**src/pvc_pkg.sv**
```systemverilog
// pvc_pkg.sv: constants for contact polarity and pv colour select
// assumes a 32-bit axi4-lite register bus and 16-bit signed pv and sp
// Functional notes
// - a polarity bit of 0 closes a contact while its event is on, 1 opens it.
// - four terminal areas carry five extra contacts each, each with polarity.
// - both control relays have polarity and can act as status outputs.
// - mode 2 shows red while alarm 1 is on, mode 3 the inverse.
// - mode 4 shows red while alarm 1 or alarm 2 is on, mode 5 the inverse.
// - mode 6 is white with pv inside the limits and red outside, 7 inverse.
// - mode 8 is white with deviation inside the band and red outside, 9 inverse.
// - deviation is pv minus target setpoint, high limit upper edge, minus low limit lower edge.
// - mode 10 shows red while the chosen digital input is on, else white.
// - a source selector holds the input identifier, 5025 being input one.
// - limit and band comparisons switch at the edges with no hysteresis.
// - both colour limits are signed and held within -19999 to 30000.
package pvc_pkg;
	// ***************************************************
	// sizes
	// ***************************************************
	localparam int ADDR_W = 8;
	localparam int N_ALARM = 3;
	localparam int N_AREA = 4;
	localparam int N_PER_AREA = 5;
	localparam int N_EXTRA = N_AREA * N_PER_AREA;
	localparam int N_RELAY = 2;
	localparam int N_DI = 3;
	localparam int PV_W = 16;
	localparam int MODE_W = 4;
	localparam int POL_W = 7;
	// ***************************************************
	// register offsets
	// ***************************************************
	localparam logic [ADDR_W-1:0] ADDR_POL = 8'h00;
	localparam logic [ADDR_W-1:0] ADDR_EXTRA = 8'h04;
	localparam logic [ADDR_W-1:0] ADDR_MODE = 8'h08;
	localparam logic [ADDR_W-1:0] ADDR_HIGH = 8'h0c;
	localparam logic [ADDR_W-1:0] ADDR_LOW = 8'h10;
	localparam logic [ADDR_W-1:0] ADDR_SRC = 8'h14;
	localparam logic [ADDR_W-1:0] ADDR_STAT = 8'h18;
	// ***************************************************
	// field positions
	// ***************************************************
	localparam int POL_ALARM_LSB = 0;
	localparam int POL_RELAY_LSB = 3;
	localparam int USE_STAT_LSB = 5;
	localparam int STAT_RED = 0;
	localparam int STAT_DI_LSB = 1;
	localparam int STAT_ALARM_LSB = 4;
	localparam int STAT_RELAY_LSB = 7;
	// ***************************************************
	// reset values and ranges
	// ***************************************************
	localparam logic [POL_W-1:0] RST_POL = 7'h00;
	localparam logic [N_EXTRA-1:0] RST_EXTRA = 20'h00000;
	localparam logic [MODE_W-1:0] RST_MODE = 4'h0;
	localparam logic signed [PV_W-1:0] RST_HIGH = 16'sh0000;
	localparam logic signed [PV_W-1:0] RST_LOW = 16'sh0000;
	localparam logic signed [PV_W-1:0] LIMIT_MIN = 16'shb1e1;
	localparam logic signed [PV_W-1:0] LIMIT_MAX = 16'sh7530;
	localparam logic [PV_W-1:0] DI_ID_BASE = 16'h13a1;
	localparam logic [1:0] RESP_OKAY = 2'h0;
	localparam logic [1:0] RESP_SLVERR = 2'h2;
	// ***************************************************
	// colour modes
	// ***************************************************
	localparam logic [MODE_W-1:0] MODE_WHITE = 4'h0;
	localparam logic [MODE_W-1:0] MODE_RED = 4'h1;
	localparam logic [MODE_W-1:0] MODE_AL1 = 4'h2;
	localparam logic [MODE_W-1:0] MODE_AL1_INV = 4'h3;
	localparam logic [MODE_W-1:0] MODE_AL12 = 4'h4;
	localparam logic [MODE_W-1:0] MODE_AL12_INV = 4'h5;
	localparam logic [MODE_W-1:0] MODE_PV = 4'h6;
	localparam logic [MODE_W-1:0] MODE_PV_INV = 4'h7;
	localparam logic [MODE_W-1:0] MODE_DEV = 4'h8;
	localparam logic [MODE_W-1:0] MODE_DEV_INV = 4'h9;
	localparam logic [MODE_W-1:0] MODE_DI = 4'ha;
endpackage

```
**src/pvc_top.sv**
```systemverilog
// pvc_top.sv: contact polarity and pv colour select with axi4-lite regs
// assumes event inputs come from logic on aclk, digital inputs from pins
`timescale 1ns/100ps
`default_nettype none
module pvc_top (
	input wire logic aclk,
	input wire logic aresetn,
	input wire logic awvalid,
	output logic awready,
	input wire logic [pvc_pkg::ADDR_W-1:0] awaddr,
	input wire logic wvalid,
	output logic wready,
	input wire logic [31:0] wdata,
	input wire logic [3:0] wstrb,
	output logic bvalid,
	input wire logic bready,
	output logic [1:0] bresp,
	input wire logic arvalid,
	output logic arready,
	input wire logic [pvc_pkg::ADDR_W-1:0] araddr,
	output logic rvalid,
	input wire logic rready,
	output logic [31:0] rdata,
	output logic [1:0] rresp,
	input wire logic [pvc_pkg::N_ALARM-1:0] alarm_evt,
	input wire logic [pvc_pkg::N_EXTRA-1:0] extra_evt,
	input wire logic [pvc_pkg::N_RELAY-1:0] relay_ctrl,
	input wire logic [pvc_pkg::N_RELAY-1:0] relay_stat_evt,
	input wire logic signed [pvc_pkg::PV_W-1:0] pv,
	input wire logic signed [pvc_pkg::PV_W-1:0] target_sp,
	input wire logic [pvc_pkg::N_DI-1:0] di_pin,
	output logic [pvc_pkg::N_ALARM-1:0] alarm_contact,
	output logic [pvc_pkg::N_EXTRA-1:0] extra_contact,
	output logic [pvc_pkg::N_RELAY-1:0] relay_contact,
	output logic pv_red
);
	localparam int XW = pvc_pkg::PV_W + 1;

	// ***************************************************
	// functions
	// ***************************************************
	function automatic logic [31:0] merge(input logic [31:0] old,
		input logic [31:0] wd, input logic [3:0] be);
		for (int i = 0; i < 4; i++) begin
			merge[8*i +: 8] = be[i] ? wd[8*i +: 8] : old[8*i +: 8];
		end
	endfunction
	function automatic logic signed [pvc_pkg::PV_W-1:0] clamp(
		input logic signed [pvc_pkg::PV_W-1:0] v);
		clamp = (v < pvc_pkg::LIMIT_MIN) ? pvc_pkg::LIMIT_MIN
			: (v > pvc_pkg::LIMIT_MAX) ? pvc_pkg::LIMIT_MAX : v;
	endfunction
	function automatic logic in_band(input logic signed [XW-1:0] x,
		input logic signed [XW-1:0] lo, input logic signed [XW-1:0] hi);
		in_band = (x >= lo) && (x <= hi);
	endfunction
	// ***************************************************
	// register bus and registers
	// ***************************************************
	logic awready_ff, nxt_awready;
	logic wready_ff, nxt_wready;
	logic bvalid_ff, nxt_bvalid;
	logic [1:0] bresp_ff, nxt_bresp;
	logic arready_ff, nxt_arready;
	logic rvalid_ff, nxt_rvalid;
	logic [31:0] rdata_ff, nxt_rdata;
	logic [1:0] rresp_ff, nxt_rresp;
	logic aw_got_ff, nxt_aw_got;
	logic w_got_ff, nxt_w_got;
	logic [pvc_pkg::ADDR_W-1:0] awaddr_ff, nxt_awaddr;
	logic [31:0] wdata_ff, nxt_wdata;
	logic [3:0] wstrb_ff, nxt_wstrb;
	logic [pvc_pkg::POL_W-1:0] pol_ff, nxt_pol;
	logic [pvc_pkg::N_EXTRA-1:0] extra_pol_ff, nxt_extra_pol;
	logic [pvc_pkg::MODE_W-1:0] mode_ff, nxt_mode;
	logic signed [pvc_pkg::PV_W-1:0] high_ff, nxt_high;
	logic signed [pvc_pkg::PV_W-1:0] low_ff, nxt_low;
	logic [pvc_pkg::PV_W-1:0] src_ff, nxt_src;
	logic [pvc_pkg::N_DI-1:0] di_ff;
	logic [31:0] m, stat;
	always_comb begin
		stat = 32'h0000_0000;
		stat[pvc_pkg::STAT_RED] = pv_red;
		stat[pvc_pkg::STAT_DI_LSB +: pvc_pkg::N_DI] = di_ff;
		stat[pvc_pkg::STAT_ALARM_LSB +: pvc_pkg::N_ALARM] = alarm_contact;
		stat[pvc_pkg::STAT_RELAY_LSB +: pvc_pkg::N_RELAY] = relay_contact;
	end
	always_comb begin
		nxt_aw_got = aw_got_ff;
		nxt_w_got = w_got_ff;
		nxt_awaddr = awaddr_ff;
		nxt_wdata = wdata_ff;
		nxt_wstrb = wstrb_ff;
		nxt_bvalid = bvalid_ff;
		nxt_bresp = bresp_ff;
		nxt_rvalid = rvalid_ff;
		nxt_rdata = rdata_ff;
		nxt_rresp = rresp_ff;
		nxt_pol = pol_ff;
		nxt_extra_pol = extra_pol_ff;
		nxt_mode = mode_ff;
		nxt_high = high_ff;
		nxt_low = low_ff;
		nxt_src = src_ff;
		m = 32'h0000_0000;
		if (awvalid && awready_ff) begin
			nxt_aw_got = 1'b1;
			nxt_awaddr = awaddr;
		end
		if (wvalid && wready_ff) begin
			nxt_w_got = 1'b1;
			nxt_wdata = wdata;
			nxt_wstrb = wstrb;
		end
		if (bvalid_ff && bready) begin
			nxt_bvalid = 1'b0;
		end
		if (aw_got_ff && w_got_ff && !bvalid_ff) begin
			nxt_aw_got = 1'b0;
			nxt_w_got = 1'b0;
			nxt_bvalid = 1'b1;
			nxt_bresp = pvc_pkg::RESP_OKAY;
			case ({awaddr_ff[pvc_pkg::ADDR_W-1:2], 2'h0})
				pvc_pkg::ADDR_POL: begin
					m = merge(32'(pol_ff), wdata_ff, wstrb_ff);
					nxt_pol = m[pvc_pkg::POL_W-1:0];
				end
				pvc_pkg::ADDR_EXTRA: begin
					m = merge(32'(extra_pol_ff), wdata_ff, wstrb_ff);
					nxt_extra_pol = m[pvc_pkg::N_EXTRA-1:0];
				end
				pvc_pkg::ADDR_MODE: begin
					m = merge(32'(mode_ff), wdata_ff, wstrb_ff);
					nxt_mode = m[pvc_pkg::MODE_W-1:0];
				end
				pvc_pkg::ADDR_HIGH: begin
					m = merge(32'(high_ff), wdata_ff, wstrb_ff);
					nxt_high = clamp(m[pvc_pkg::PV_W-1:0]);
				end
				pvc_pkg::ADDR_LOW: begin
					m = merge(32'(low_ff), wdata_ff, wstrb_ff);
					nxt_low = clamp(m[pvc_pkg::PV_W-1:0]);
				end
				pvc_pkg::ADDR_SRC: begin
					m = merge(32'(src_ff), wdata_ff, wstrb_ff);
					nxt_src = m[pvc_pkg::PV_W-1:0];
				end
				pvc_pkg::ADDR_STAT: nxt_bresp = pvc_pkg::RESP_OKAY;
				default: nxt_bresp = pvc_pkg::RESP_SLVERR;
			endcase
		end
		if (arvalid && arready_ff) begin
			nxt_rvalid = 1'b1;
			nxt_rresp = pvc_pkg::RESP_OKAY;
			case ({araddr[pvc_pkg::ADDR_W-1:2], 2'h0})
				pvc_pkg::ADDR_POL: nxt_rdata = 32'(pol_ff);
				pvc_pkg::ADDR_EXTRA: nxt_rdata = 32'(extra_pol_ff);
				pvc_pkg::ADDR_MODE: nxt_rdata = 32'(mode_ff);
				pvc_pkg::ADDR_HIGH: nxt_rdata = 32'(unsigned'(high_ff));
				pvc_pkg::ADDR_LOW: nxt_rdata = 32'(unsigned'(low_ff));
				pvc_pkg::ADDR_SRC: nxt_rdata = 32'(src_ff);
				pvc_pkg::ADDR_STAT: nxt_rdata = stat;
				default: begin
					nxt_rdata = 32'h0000_0000;
					nxt_rresp = pvc_pkg::RESP_SLVERR;
				end
			endcase
		end else if (rvalid_ff && rready) begin
			nxt_rvalid = 1'b0;
		end
		nxt_awready = !nxt_aw_got && !nxt_bvalid;
		nxt_wready = !nxt_w_got && !nxt_bvalid;
		nxt_arready = !nxt_rvalid;
	end

	always_ff @(posedge aclk) begin
		if (!aresetn) begin
			awready_ff <= 1'b0;
			wready_ff <= 1'b0;
			bvalid_ff <= 1'b0;
			bresp_ff <= pvc_pkg::RESP_OKAY;
			arready_ff <= 1'b0;
			rvalid_ff <= 1'b0;
			rdata_ff <= 32'h0000_0000;
			rresp_ff <= pvc_pkg::RESP_OKAY;
			aw_got_ff <= 1'b0;
			w_got_ff <= 1'b0;
			awaddr_ff <= pvc_pkg::ADDR_POL;
			wdata_ff <= 32'h0000_0000;
			wstrb_ff <= 4'h0;
			pol_ff <= pvc_pkg::RST_POL;
			extra_pol_ff <= pvc_pkg::RST_EXTRA;
			mode_ff <= pvc_pkg::RST_MODE;
			high_ff <= pvc_pkg::RST_HIGH;
			low_ff <= pvc_pkg::RST_LOW;
			src_ff <= pvc_pkg::DI_ID_BASE;
		end else begin
			awready_ff <= nxt_awready;
			wready_ff <= nxt_wready;
			bvalid_ff <= nxt_bvalid;
			bresp_ff <= nxt_bresp;
			arready_ff <= nxt_arready;
			rvalid_ff <= nxt_rvalid;
			rdata_ff <= nxt_rdata;
			rresp_ff <= nxt_rresp;
			aw_got_ff <= nxt_aw_got;
			w_got_ff <= nxt_w_got;
			awaddr_ff <= nxt_awaddr;
			wdata_ff <= nxt_wdata;
			wstrb_ff <= nxt_wstrb;
			pol_ff <= nxt_pol;
			extra_pol_ff <= nxt_extra_pol;
			mode_ff <= nxt_mode;
			high_ff <= nxt_high;
			low_ff <= nxt_low;
			src_ff <= nxt_src;
		end
	end

	// ***************************************************
	// digital input synchroniser
	// ***************************************************
	logic [pvc_pkg::N_DI-1:0] di_s1_ff, di_s2_ff, di_s3_ff, nxt_di;

	always_comb begin
		for (int i = 0; i < pvc_pkg::N_DI; i++) begin
			nxt_di[i] = (di_s2_ff[i] == di_s3_ff[i]) ? di_s3_ff[i] : di_ff[i];
		end
	end

	always_ff @(posedge aclk) begin
		if (!aresetn) begin
			di_s1_ff <= '0;
			di_s2_ff <= '0;
			di_s3_ff <= '0;
			di_ff <= '0;
		end else begin
			di_s1_ff <= di_pin;
			di_s2_ff <= di_s1_ff;
			di_s3_ff <= di_s2_ff;
			di_ff <= nxt_di;
		end
	end

	// ***************************************************
	// contacts and colour
	// ***************************************************
	logic [pvc_pkg::N_ALARM-1:0] alarm_contact_ff, nxt_alarm_contact;
	logic [pvc_pkg::N_EXTRA-1:0] extra_contact_ff, nxt_extra_contact;
	logic [pvc_pkg::N_RELAY-1:0] relay_contact_ff, nxt_relay_contact;
	logic [pvc_pkg::N_RELAY-1:0] relay_src;
	logic pv_red_ff, nxt_pv_red;
	logic signed [XW-1:0] pv_x, dev, hi_x, lo_x;
	logic pv_in, dev_in, di_sel;
	logic [pvc_pkg::PV_W-1:0] di_idx;

	always_comb begin
		relay_src = (pol_ff[pvc_pkg::USE_STAT_LSB +: pvc_pkg::N_RELAY]
			& relay_stat_evt)
			| (~pol_ff[pvc_pkg::USE_STAT_LSB +: pvc_pkg::N_RELAY]
			& relay_ctrl);
		nxt_alarm_contact = alarm_evt
			^ pol_ff[pvc_pkg::POL_ALARM_LSB +: pvc_pkg::N_ALARM];
		nxt_extra_contact = extra_evt ^ extra_pol_ff;
		nxt_relay_contact = relay_src
			^ pol_ff[pvc_pkg::POL_RELAY_LSB +: pvc_pkg::N_RELAY];
		pv_x = XW'(pv);
		hi_x = XW'(high_ff);
		lo_x = XW'(low_ff);
		dev = pv_x - XW'(target_sp);
		pv_in = in_band(pv_x, lo_x, hi_x);
		dev_in = in_band(dev, -lo_x, hi_x);
		di_idx = src_ff - pvc_pkg::DI_ID_BASE;
		di_sel = 1'b0;
		if (src_ff >= pvc_pkg::DI_ID_BASE
			&& di_idx < pvc_pkg::PV_W'(pvc_pkg::N_DI)) begin
			di_sel = di_ff[di_idx[1:0]];
		end
		case (mode_ff)
			pvc_pkg::MODE_WHITE: nxt_pv_red = 1'b0;
			pvc_pkg::MODE_RED: nxt_pv_red = 1'b1;
			pvc_pkg::MODE_AL1: nxt_pv_red = alarm_evt[0];
			pvc_pkg::MODE_AL1_INV: nxt_pv_red = !alarm_evt[0];
			pvc_pkg::MODE_AL12: nxt_pv_red = |alarm_evt[1:0];
			pvc_pkg::MODE_AL12_INV: nxt_pv_red = !(|alarm_evt[1:0]);
			pvc_pkg::MODE_PV: nxt_pv_red = !pv_in;
			pvc_pkg::MODE_PV_INV: nxt_pv_red = pv_in;
			pvc_pkg::MODE_DEV: nxt_pv_red = !dev_in;
			pvc_pkg::MODE_DEV_INV: nxt_pv_red = dev_in;
			pvc_pkg::MODE_DI: nxt_pv_red = di_sel;
			default: nxt_pv_red = 1'b0;
		endcase
	end

	always_ff @(posedge aclk) begin
		if (!aresetn) begin
			alarm_contact_ff <= '0;
			extra_contact_ff <= '0;
			relay_contact_ff <= '0;
			pv_red_ff <= 1'b0;
		end else begin
			alarm_contact_ff <= nxt_alarm_contact;
			extra_contact_ff <= nxt_extra_contact;
			relay_contact_ff <= nxt_relay_contact;
			pv_red_ff <= nxt_pv_red;
		end
	end

	assign awready = awready_ff;
	assign wready = wready_ff;
	assign bvalid = bvalid_ff;
	assign bresp = bresp_ff;
	assign arready = arready_ff;
	assign rvalid = rvalid_ff;
	assign rdata = rdata_ff;
	assign rresp = rresp_ff;
	assign alarm_contact = alarm_contact_ff;
	assign extra_contact = extra_contact_ff;
	assign relay_contact = relay_contact_ff;
	assign pv_red = pv_red_ff;
endmodule
`default_nettype wire

```
**config.mk**
```make
export PLATFORM = sky130hd
export DESIGN_NAME = pvc_top
export DESIGN_NICKNAME = d
export VERILOG_FILES = /design/src/pvc_pkg.sv /design/src/pvc_top.sv
export SDC_FILE = /design/constraint.sdc
export NUM_CORES = 1
export LEC_CHECK = 0
export ABC_AREA = 1
export BUFFER_PORTS_ARGS = -buffer_cell sky130_fd_sc_hd__buf_2
export CAP_MARGIN = 40
export CORE_MARGIN = 2
export CORE_UTILIZATION = 48
export DETAILED_ROUTE_END_ITERATION = 16
export HOLD_SLACK_MARGIN = 0.15
export PLACE_DENSITY = 0.74
export SKIP_CTS_REPAIR_TIMING = 1
export SLEW_MARGIN = 20
export SYNTH_ARGS = -nofsm -noshare
export SYNTH_HDL_FRONTEND = slang
export SYNTH_SLANG_ARGS = --single-unit
```
**constraint.sdc**
```tcl
create_clock -name aclk -period 4.5 [get_ports aclk]
set_clock_uncertainty 0.15 [all_clocks]
set_input_delay 0.225 -clock aclk [delete_from_list [all_inputs] [get_ports aclk]]
set_output_delay 0.225 -clock aclk [all_outputs]
set_load 0.1 [all_outputs]
```
==> flow_metrics.tcl, run 1 <==
set metrics [dict create \
    multi_input_area_um2 6060 \
    totalWireLength_mm 31.3 \
    cpLargestDelayFamily "simple AND/OR/NAND/NOR gates" \
    wl_per_cell_um 15.7 \
    cp-start-kind "input port" \
    overflow 0 \
    syn_area_per_cell_um2 7.01 \
    power_w 0.00397 \
    critPathMaxFanout 3 \
    start_util_pct 48.5 \
    yosys_register_bits 175 \
    drv_cap 0 \
    crit_type "input port to register" \
    place_inst 1898 \
    ys_types 51 \
    synth-seq-area-share_pct 33.4 \
    antenna_found_initial 0 \
    cellPowerDensity_nw_per_um2 312 \
    slowest_stage "fa_1" \
    clk_pin_slew_ps 70 \
    cts_made_buffers 17 \
    initialDrtViolationCount 884 \
    drive_gt1_share_pct 13.4 \
    coreArea_um2 21600 \
    min_period_ps 3740 \
    cts_tree "yes" \
    cts_max_path_buffers 2 \
    die_h_um 152 \
    layout_common_cells "nand2_1, dfxtp_1, inv_1" \
    clockRootBuffer "clkbuf_16" \
    cp_slowest_stage_delay_ps 440 \
    arrival_ps 3930 \
    dr.pass1.iters 5 \
    post-route-drc-count 0 \
    io_buffers 156 \
    finalCritPeriodShare_pct 83.1 \
    rows 54 \
    nFillCells 2029 \
    tns_ps 0 \
    n_antenna_cell 0 \
    peakVddDrop_mv 0.204 \
    synthCells 1497 \
    ant_nets 0 \
    grt_pass1_wl_mm 48.0 \
    worst_pin_slew_ps 767 \
    clock_sinks 175 \
    syn-cell-area_um2 10500 \
    fin_util_pct 58.7 \
    gp_congestion 0.928 \
    hold_viol 0 \
    setup_viol 0 \
    htreeDepth 4 \
    ys.flop_type "dfxtp_1" \
    final-instance-count-excl-fill 1993 \
    final_common_cell "nand2_1" \
    crit_chain "buf_2 -> inv_1 -> ha_1 -> fa_1 -> nor4_1 -> nor2_1 -> o21ai_2 -> a21boi_0 -> o21ai_1 -> nand2_1 -> nand3_1 -> nand2_1 -> ha_1 -> nand2_1 -> nor4_1 -> nand3b_1 -> nand3_1 -> nand2_1 -> o21ai_0 -> nand2_1 -> nand2_1 -> nand3_1 -> nand2_1 -> inv_1" \
    synthArstFlopShare_pct 0 \
    grt_usage_pct 25.6 \
    critPathRequiredTime_ps 4690 \
    die_x_um 152 \
    synth_warnings 0 \
    p_leak_nw 5.80 \
    hpwl_mm 24.1 \
    relSlewSlack_pct 48.8 \
    vias_per_cell 5.28 \
    worst_path_most_repeated_cell "nand2_1" \
    regArea_um2 3500 \
    synth_edf_count 0 \
    grt_max_degree 76 \
    final_nets 1907 \
    syn_to_final_growth_pct 20.9 \
    status "finished clean" \
    clk_latency_ps 440 \
    grt_pass1_vias 9284 \
    rsz0062_at_grt "false" \
    finalMaxSlewViolations 0 \
    die_area_um2 23100 \
    hold_path.class "input port to register" \
    fmax_mhz 267 \
    cp_num_buf_inv 3 \
    cp-end-kind "register" \
    dr_total_vias 10528 \
    ioPinCount 188 \
    dpl_cell_area_um2 11500 \
    stdcell_area_um2 12700 \
]
## routing by layer
layer / routed length, um / up-vias / GRT usage [%]
li1: - / 5337 / -
met1: 14600 / 4809 / 35.9
met2: 14400 / 345 / 41.8
met3: 1810 / 37 / 3.51
met4: 474 / 0 / 6.19
met5: 0 / - / 0
## final timing paths
check | slack (ps) | start | cells past startpoint | end
worst min register to register | 260 | di_s1_ff[0] | 2 | di_s2_ff[0]
worst max register to register | 880 | low_ff[0] | 24 | pv_red
worst max-delay path | 760 | pv[0] | 24 | pv_red
worst min-delay path | 140 | aresetn | 3 | extra_contact[16]
## cell families (layout without fill, tap and decap cells)
kind of cell | after synthesis | after routing | share of synthesized area, %
xor gates and xnor gates | 50 | 50 | 4.17
AOI/OAI and AO/OA | 351 | 351 | 18.7
other | 1 | 14 | 0.0357
adders and majority gates | 86 | 86 | 10.3
DFF | 175 | 175 | 33.4
buffers and inverters | 240 | 443 | 9.36
and+or+nand+nor | 592 | 592 | 23.8
muxes | 2 | 2 | 0.191
## worst min-delay path, delay by kind of cell
family / cells / cell delay, ps
simple gates: 1 / 150
buf+inv: 2 / 300
## cell type report
cell class / count / share of cell area (%)
multi-input combinational: 1095 / 47.7
clock inverter: 12 / 1.18
tap: 280 / 2.76
inverter: 185 / 5.47
timing repair buffer: 226 / 11.7
sequential: 175 / 27.6
clock buffer: 20 / 3.52
## state kept, by name (all words and copies together), names as in the netlist, 2 cells and up
signal,count
di_ff,3
rdata,20
di_s2_ff,3
di_s3_ff,3
mode_ff,4
src_ff,16
extra_pol_ff,20
pol_ff,7
wdata_ff,20
low_ff,16
extra_contact,20
wstrb_ff,3
high_ff,16
awaddr_ff,6
di_s1_ff,3
relay_contact,2
alarm_contact,3
## cell usage after synthesis (7+ instances only)
cell	n	share of area, %
xor2_1	22	1.8
buf_4	16	1.1
nor3_2	7	0.67
nand2_1	307	11
inv_1	173	6.2
nand4_1	15	0.89
xnor2_1	28	2.3
o211ai_1	7	0.50
a22oi_1	7	0.50
o21ai_0	121	5.8
inv_2	8	0.29
o21ai_1	13	0.62
ha_1	85	10
a21oi_1	151	7.2
dfxtp_1	175	33
clkbuf_1	31	1.1
o2111ai_1	11	0.92
nor2_1	168	6.0
nor3_1	15	0.72
nand3_1	51	2.4
## report_power, final
part           switching, W  internal, W  total [W]
Sequential        0.0000315      0.00159    0.00162
Combinational      0.000559     0.000282   0.000841
Clock              0.000654     0.000848    0.00150
## per-stage QoR
stage / hold slack, ps / setup slack [ps]
floorplan: 173 / 1020
global placement: 246 / 523
detailed placement: 249 / 394
CTS: -188 / 848
global route: 173 / 454
finish: 141 / 761
No activity file was read; power rests on OpenSTA's default activity.
==> run 2: changes to the inputs <==
--- a/config.mk
+++ b/config.mk
@@ -5,7 +5,7 @@
 export SDC_FILE = /design/constraint.sdc
 export NUM_CORES = 1
 export LEC_CHECK = 0
-export ABC_AREA = 1
+export ABC_AREA = 0
 export BUFFER_PORTS_ARGS = -buffer_cell sky130_fd_sc_hd__buf_2
 export CAP_MARGIN = 40
 export CORE_MARGIN = 2
==> constraint.sdc (replaced) <==
create_clock -name aclk -period 3.8 [get_ports aclk]
set_clock_uncertainty 0.15 [all_clocks]
set_input_delay 0.19 -clock aclk [delete_from_list [all_inputs] [get_ports aclk]]
set_output_delay 0.19 -clock aclk [all_outputs]
set_load 0.1 [all_outputs]
==> run 2 against run 1 <==
  * First-iteration DRC count grew 3.5%
  * Clock power grew 24%
  * Non-clock buffer count grew 68
  * Flip-flop and latch count is the same
  * Critical path depth shrank 3
  * Sequential share of layout area shrank 1.8 points
  * Highest routed layer unchanged
  * Die area grew 2.2%
==> flow_metrics.tcl, run 2 <==
set metrics [dict create \
    status "finished clean" \
    finalMaxSlewViolations 0 \
    dr.pass1.iters 5 \
    p_leak_nw 5.62 \
    cpLargestDelayFamily "compound AO/OA/AOI/OAI gates" \
    wl_met2_mm 15.0 \
    clockRootBuffer "clkbuf_16" \
    htreeDepth 4 \
    synthTopCellsByArea "dfxtp_1, ha_1, mux2i_1" \
    cts_tree "yes" \
    vias_per_cell 5.72 \
    overflow 0 \
    antenna_found_initial 0 \
    synthArstFlopShare_pct 0 \
    fmax_mhz 270 \
    gp_congestion 0.914 \
    fin_util_pct 62.1 \
    crit_type "input port to register" \
    clock_sinks 175 \
    clk_pin_slew_ps 70 \
    drive_gt1_share_pct 20.0 \
    layout_common_cells "dfxtp_1, buf_2, nand2_1" \
    syn-cell-area_um2 10700 \
    ys_top_cells_by_count "dfxtp_1, nand2_1, ha_1" \
    rsz0062_at_grt "true" \
    io_buffers 156 \
    grt_pass1_wl_mm 47.7 \
    route.met3.wl_mm 2.48 \
    grt_pass1_vias 9141 \
    n_antenna_cell 0 \
    post-route-drc-count 0 \
    critPathRequiredTime_ps 3970 \
    ioPinCount 188 \
    worst_pin_slew_ps 850 \
    finalCritPeriodShare_pct 97.5 \
    cp-start-kind "input port" \
    peakVddDrop_mv 0.307 \
    relSlewSlack_pct 41.9 \
    die_area_um2 23600 \
    grt_max_degree 105 \
    hpwl_mm 23.4 \
    hold_start "wvalid" \
    synth_edf_count 0 \
    final_nets 1719 \
    final-instance-count-excl-fill 1804 \
    place_inst 1695 \
    routedLengthMet1_mm 13.5 \
    hold_viol 0 \
    totalWireLength_mm 31.8 \
    cts_max_path_buffers 2 \
    drv_cap 0 \
    rows 54 \
    syn_area_per_cell_um2 8.57 \
    synth-seq-area-share_pct 32.6 \
    hold_path.class "input port to register" \
    final_common_cell "dfxtp_1" \
    wl_per_cell_um 17.6 \
    setup_viol 0 \
    dr_total_vias 10315 \
    initialDrtViolationCount 915 \
    startpoint "pv[0]" \
    cp_num_buf_inv 2 \
    cellPowerDensity_nw_per_um2 350 \
    coreArea_um2 21900 \
    die_h_um 154 \
    cp_slowest_stage_delay_ps 450 \
    grt_usage_pct 25.1 \
    die_x_um 154 \
    arrival_ps 3870 \
    cp-end-kind "register" \
    ys.flop_type "dfxtp_1" \
    ant_nets 0 \
    yosys.cell_count.top_type "dfxtp_1" \
    synth_top_area_share_pct 32.6 \
    r2r_start "low_ff[5]" \
    start_util_pct 49.0 \
    clk_latency_ps 440 \
    synth_warnings 0 \
    crit_chain "buf_4 -> inv_12 -> ha_4 -> fa_2 -> nand2b_4 -> a21boi_4 -> o21ai_2 -> a211o_1 -> a31oi_2 -> a21o_1 -> a21oi_2 -> xnor2_2 -> ha_1 -> a21oi_2 -> nor2b_1 -> or4_4 -> a2111oi_4 -> o21ai_2 -> a22oi_2 -> xnor2_1 -> o211ai_1" \
    min_period_ps 3700 \
    slowest_stage "or4_4" \
    cts_made_buffers 17 \
    yosys_register_bits 175 \
    syn_to_final_growth_pct 26.7 \
    critPathMaxFanout 2 \
    yosysTopAreaCell "dfxtp_1" \
    ys_types 75 \
    synthCells 1253 \
    top_layer "met4" \
]
run 2: layout make-up:
cell class                 instances  area, um2
clock buffer                      17        425
clock inverter                    15        203
fill                            1824       8290
inverter                          60        238
multi-input combinational        963       6840
sequential                       175       3500
tap                              280        350
timing repair buffer             294       2040
run 2: routing by layer:
metal  vias up  track usage (%)
met2       426             40.2
met3        65             5.89
met5         -                0
li1       4975                -
met4         0             7.56
met1      4849             33.6
run 2: logic make-up (layout without fill, tap and decap cells):
logic type	Yosys count	in the layout	synth area share [%]
AO/OA/AOI/OAI	297	297	19.1
buffers and inverters	128	386	5.16
adder cells (fa/ha/maj)	87	87	10.2
AND/OR/NAND/NOR	438	438	21.5
flip-flops	175	175	32.6
other	1	14	0.0349
XOR/XNOR	54	54	4.41
multiplexers	73	73	6.86
run 2: final timing paths:
check                              endpoint  slack, ps  cells after the start
worst max-delay path                 pv_red        100                     21
worst min register to register  di_s2_ff[2]        300                      1
worst max register to register       pv_red        170                     16
worst min-delay path            wdata_ff[6]        230                      4
run 2: tightest hold or removal path, cell delays in order:
cell	delay (ps)
buf_2	100
and2_1	290
nand2_1	120
a21boi_0	60
run 2: report_power, final:
| group | total [W] | switching (W) | internal (W) |
|---|---|---|---|
| clock | 0.00186 | 0.000804 | 0.00106 |
| sequential | 0.00191 | 0.0000408 | 0.00187 |
| combinational | 0.000979 | 0.000584 | 0.000395 |
| total | 0.00476 | 0.00143 | 0.00333 |
run 2: metrics by stage:
stage	total power (W)	TNS [ps]	setup slack, ps	hold WS (ps)	area, um2
after global placement	0.00280	-566	-566	256	12100
after floorplan	0.00257	-147	-147	167	10800
after CTS	0.00467	-330	-330	-199	12700
after global routing	0.00496	-97.7	-97.7	261	13600
after detailed placement	0.00283	-792	-792	261	12100
final	0.00476	0	95.6	227	13600
==> run 3: changes to the inputs <==
--- a/config.mk
+++ b/config.mk
@@ -5,7 +5,7 @@
 export SDC_FILE = /design/constraint.sdc
 export NUM_CORES = 1
 export LEC_CHECK = 0
-export ABC_AREA = 0
+export ABC_AREA = 1
 export BUFFER_PORTS_ARGS = -buffer_cell sky130_fd_sc_hd__buf_2
 export CAP_MARGIN = 40
 export CORE_MARGIN = 2
==> run 3 against run 2 <==
  * Cell count is 11% higher
  * Total power is 3.4% higher
  * Sequential share of layout area is 1.4 points higher
  * Critical endpoint unchanged
  * Flip-flop and latch count stayed put
  * Setup slack better by 250 ps
  * Global-route usage is 1.5 points higher
  * Fmax is 7.2% higher
  * Via count is 4.1% higher
==> flow_metrics.tcl, run 3 (synthesis results as in run 1) <==
set metrics [dict create \
    clk_pin_slew_ps 70 \
    clockRootBuffer "clkbuf_16" \
    htreeDepth 4 \
    fmax_mhz 289 \
    syn_to_final_growth_pct 23.1 \
    ant_nets 0 \
    dr.pass1.iters 5 \
    finalMaxSlewViolations 0 \
    p_leak_nw 5.92 \
    cellPowerDensity_nw_per_um2 381 \
    hold_viol 0 \
    critPathMaxFanout 3 \
    antenna_found_initial 0 \
    overflow 0 \
    critPathRequiredTime_ps 3980 \
    timing.rr.end "pv_red" \
    die_h_um 152 \
    status "finished clean" \
    grt_usage_pct 26.5 \
    finalCritPeriodShare_pct 90.9 \
    vias_per_cell 5.35 \
    grt_pass1_wl_mm 49.2 \
    cp-endpoint "pv_red" \
    rows 54 \
    hold_ws_ps 108 \
    stdcell_area_um2 12900 \
    start_util_pct 48.5 \
    cp-end-kind "register" \
    drv_cap 0 \
    hold_path.class "input port to register" \
    n_antenna_cell 0 \
    rrSetupSlack_ps 360 \
    crit_type "input port to register" \
    wl_per_cell_um 16.1 \
    peakVddDrop_mv 0.322 \
    worst_pin_slew_ps 871 \
    slowest_stage "fa_1" \
    relSlewSlack_pct 42.0 \
    arrival_ps 3640 \
    setup_viol 0 \
    dr_total_vias 10735 \
    final_common_cell "nand2_1" \
    cts_tree "yes" \
    io_buffers 156 \
    die_area_um2 23100 \
    dpl_cell_area_um2 11500 \
    final_nets 1923 \
    totalWireLength_mm 32.4 \
    gp_congestion 0.933 \
    reg2regPathDepth 20 \
    hpwl_mm 24.5 \
    cts_made_buffers 17 \
    clk_latency_ps 430 \
    die_x_um 152 \
    r2r_start "low_ff[2]" \
    min_period_ps 3450 \
    cp-start-kind "input port" \
    ioPinCount 188 \
    worst_path_most_repeated_cell "nand2_1" \
    grt_max_degree 45 \
    drive_gt1_share_pct 14.8 \
    startpoint "pv[0]" \
    crit_chain "buf_2 -> inv_1 -> ha_1 -> fa_1 -> nor4_2 -> nor2_1 -> o21ai_2 -> a21boi_0 -> o21ai_1 -> nand2_1 -> nand3_1 -> nand2_1 -> ha_1 -> nand2_1 -> nor4_4 -> nand3b_1 -> nand3_1 -> nand2_1 -> o21ai_2 -> nand2_1 -> nand2_1 -> nand3_1 -> nand2_1 -> inv_1" \
    post-route-drc-count 0 \
    cp_slowest_stage_delay_ps 420 \
    initialDrtViolationCount 954 \
    clock_sinks 175 \
    grt_pass1_vias 9493 \
    layout_common_cells "nand2_1, dfxtp_1, inv_1" \
    coreArea_um2 21600 \
    cts_max_path_buffers 2 \
]
[run 3: critical path: cells and delay by family]
family	cells	cell delay, ps
adder cells (fa/ha/maj)	3	960
AO/OA/AOI/OAI	4	650
AND/OR/NAND/NOR	14	1680
buffers and inverters	3	160
[run 3: worst min path at each step]
| stage | slack, ps | end | cells after the start | startpoint |
|---|---|---|---|---|
| global placement | 230 | di_s1_ff[0] | 3 | di_pin[0] |
| finish | 110 | awaddr_ff[3] | 3 | awvalid |
| CTS | -220 | di_s1_ff[0] | 3 | di_pin[0] |
| detailed placement | 230 | di_s1_ff[0] | 3 | di_pin[0] |
| floorplan | 140 | di_s1_ff[0] | 2 | di_pin[0] |
| global route | 180 | awaddr_ff[5] | 3 | awvalid |
[run 3: final cells by class]
type | count | area (um2)
repair buffers | 242 | 1590
clock inverters | 14 | 228
multi-input cells | 1095 | 6120
clock buffers | 17 | 425
fillers | 1994 | 8700
inverters | 185 | 694
well taps | 280 | 350
flip-flops and latches | 175 | 3500
[run 3: metal layers]
layer  global-route usage, %  part of all wire [%]  wire [um]  vias to the layer above
met5                       0                     0          0                        -
met4                    7.79                   2.3        736                        0
met3                    5.48                   7.4       2390                       53
met1                    36.3                    45      14400                     4916
met2                    42.4                    46      14800                      410
li1                        -                     -          -                     5356
[run 3: through the flow]
step | utilization (%) | instances | TNS, ps | worst slack [ps] | power [W]
finish | 59.7 | 2008 | 0 | 345 | 0.00492
global route | 59.7 | 2008 | -20.6 | -20.6 | 0.00513
CTS | 56.4 | 1941 | 0 | 214 | 0.00485
detailed placement | 53.4 | 1910 | -137 | -137 | 0.00291
global placement | 53.3 | 1908 | -37.6 | -37.6 | 0.00288
floorplan | - | 1510 | 0 | 355 | 0.00267
[run 3: where the power goes]
part | internal, W | total [W] | switching (W)
Clock | 0.00118 | 0.00196 | 0.000785
Combinational | 0.000354 | 0.00103 | 0.000679
Sequential | 0.00188 | 0.00192 | 0.0000376
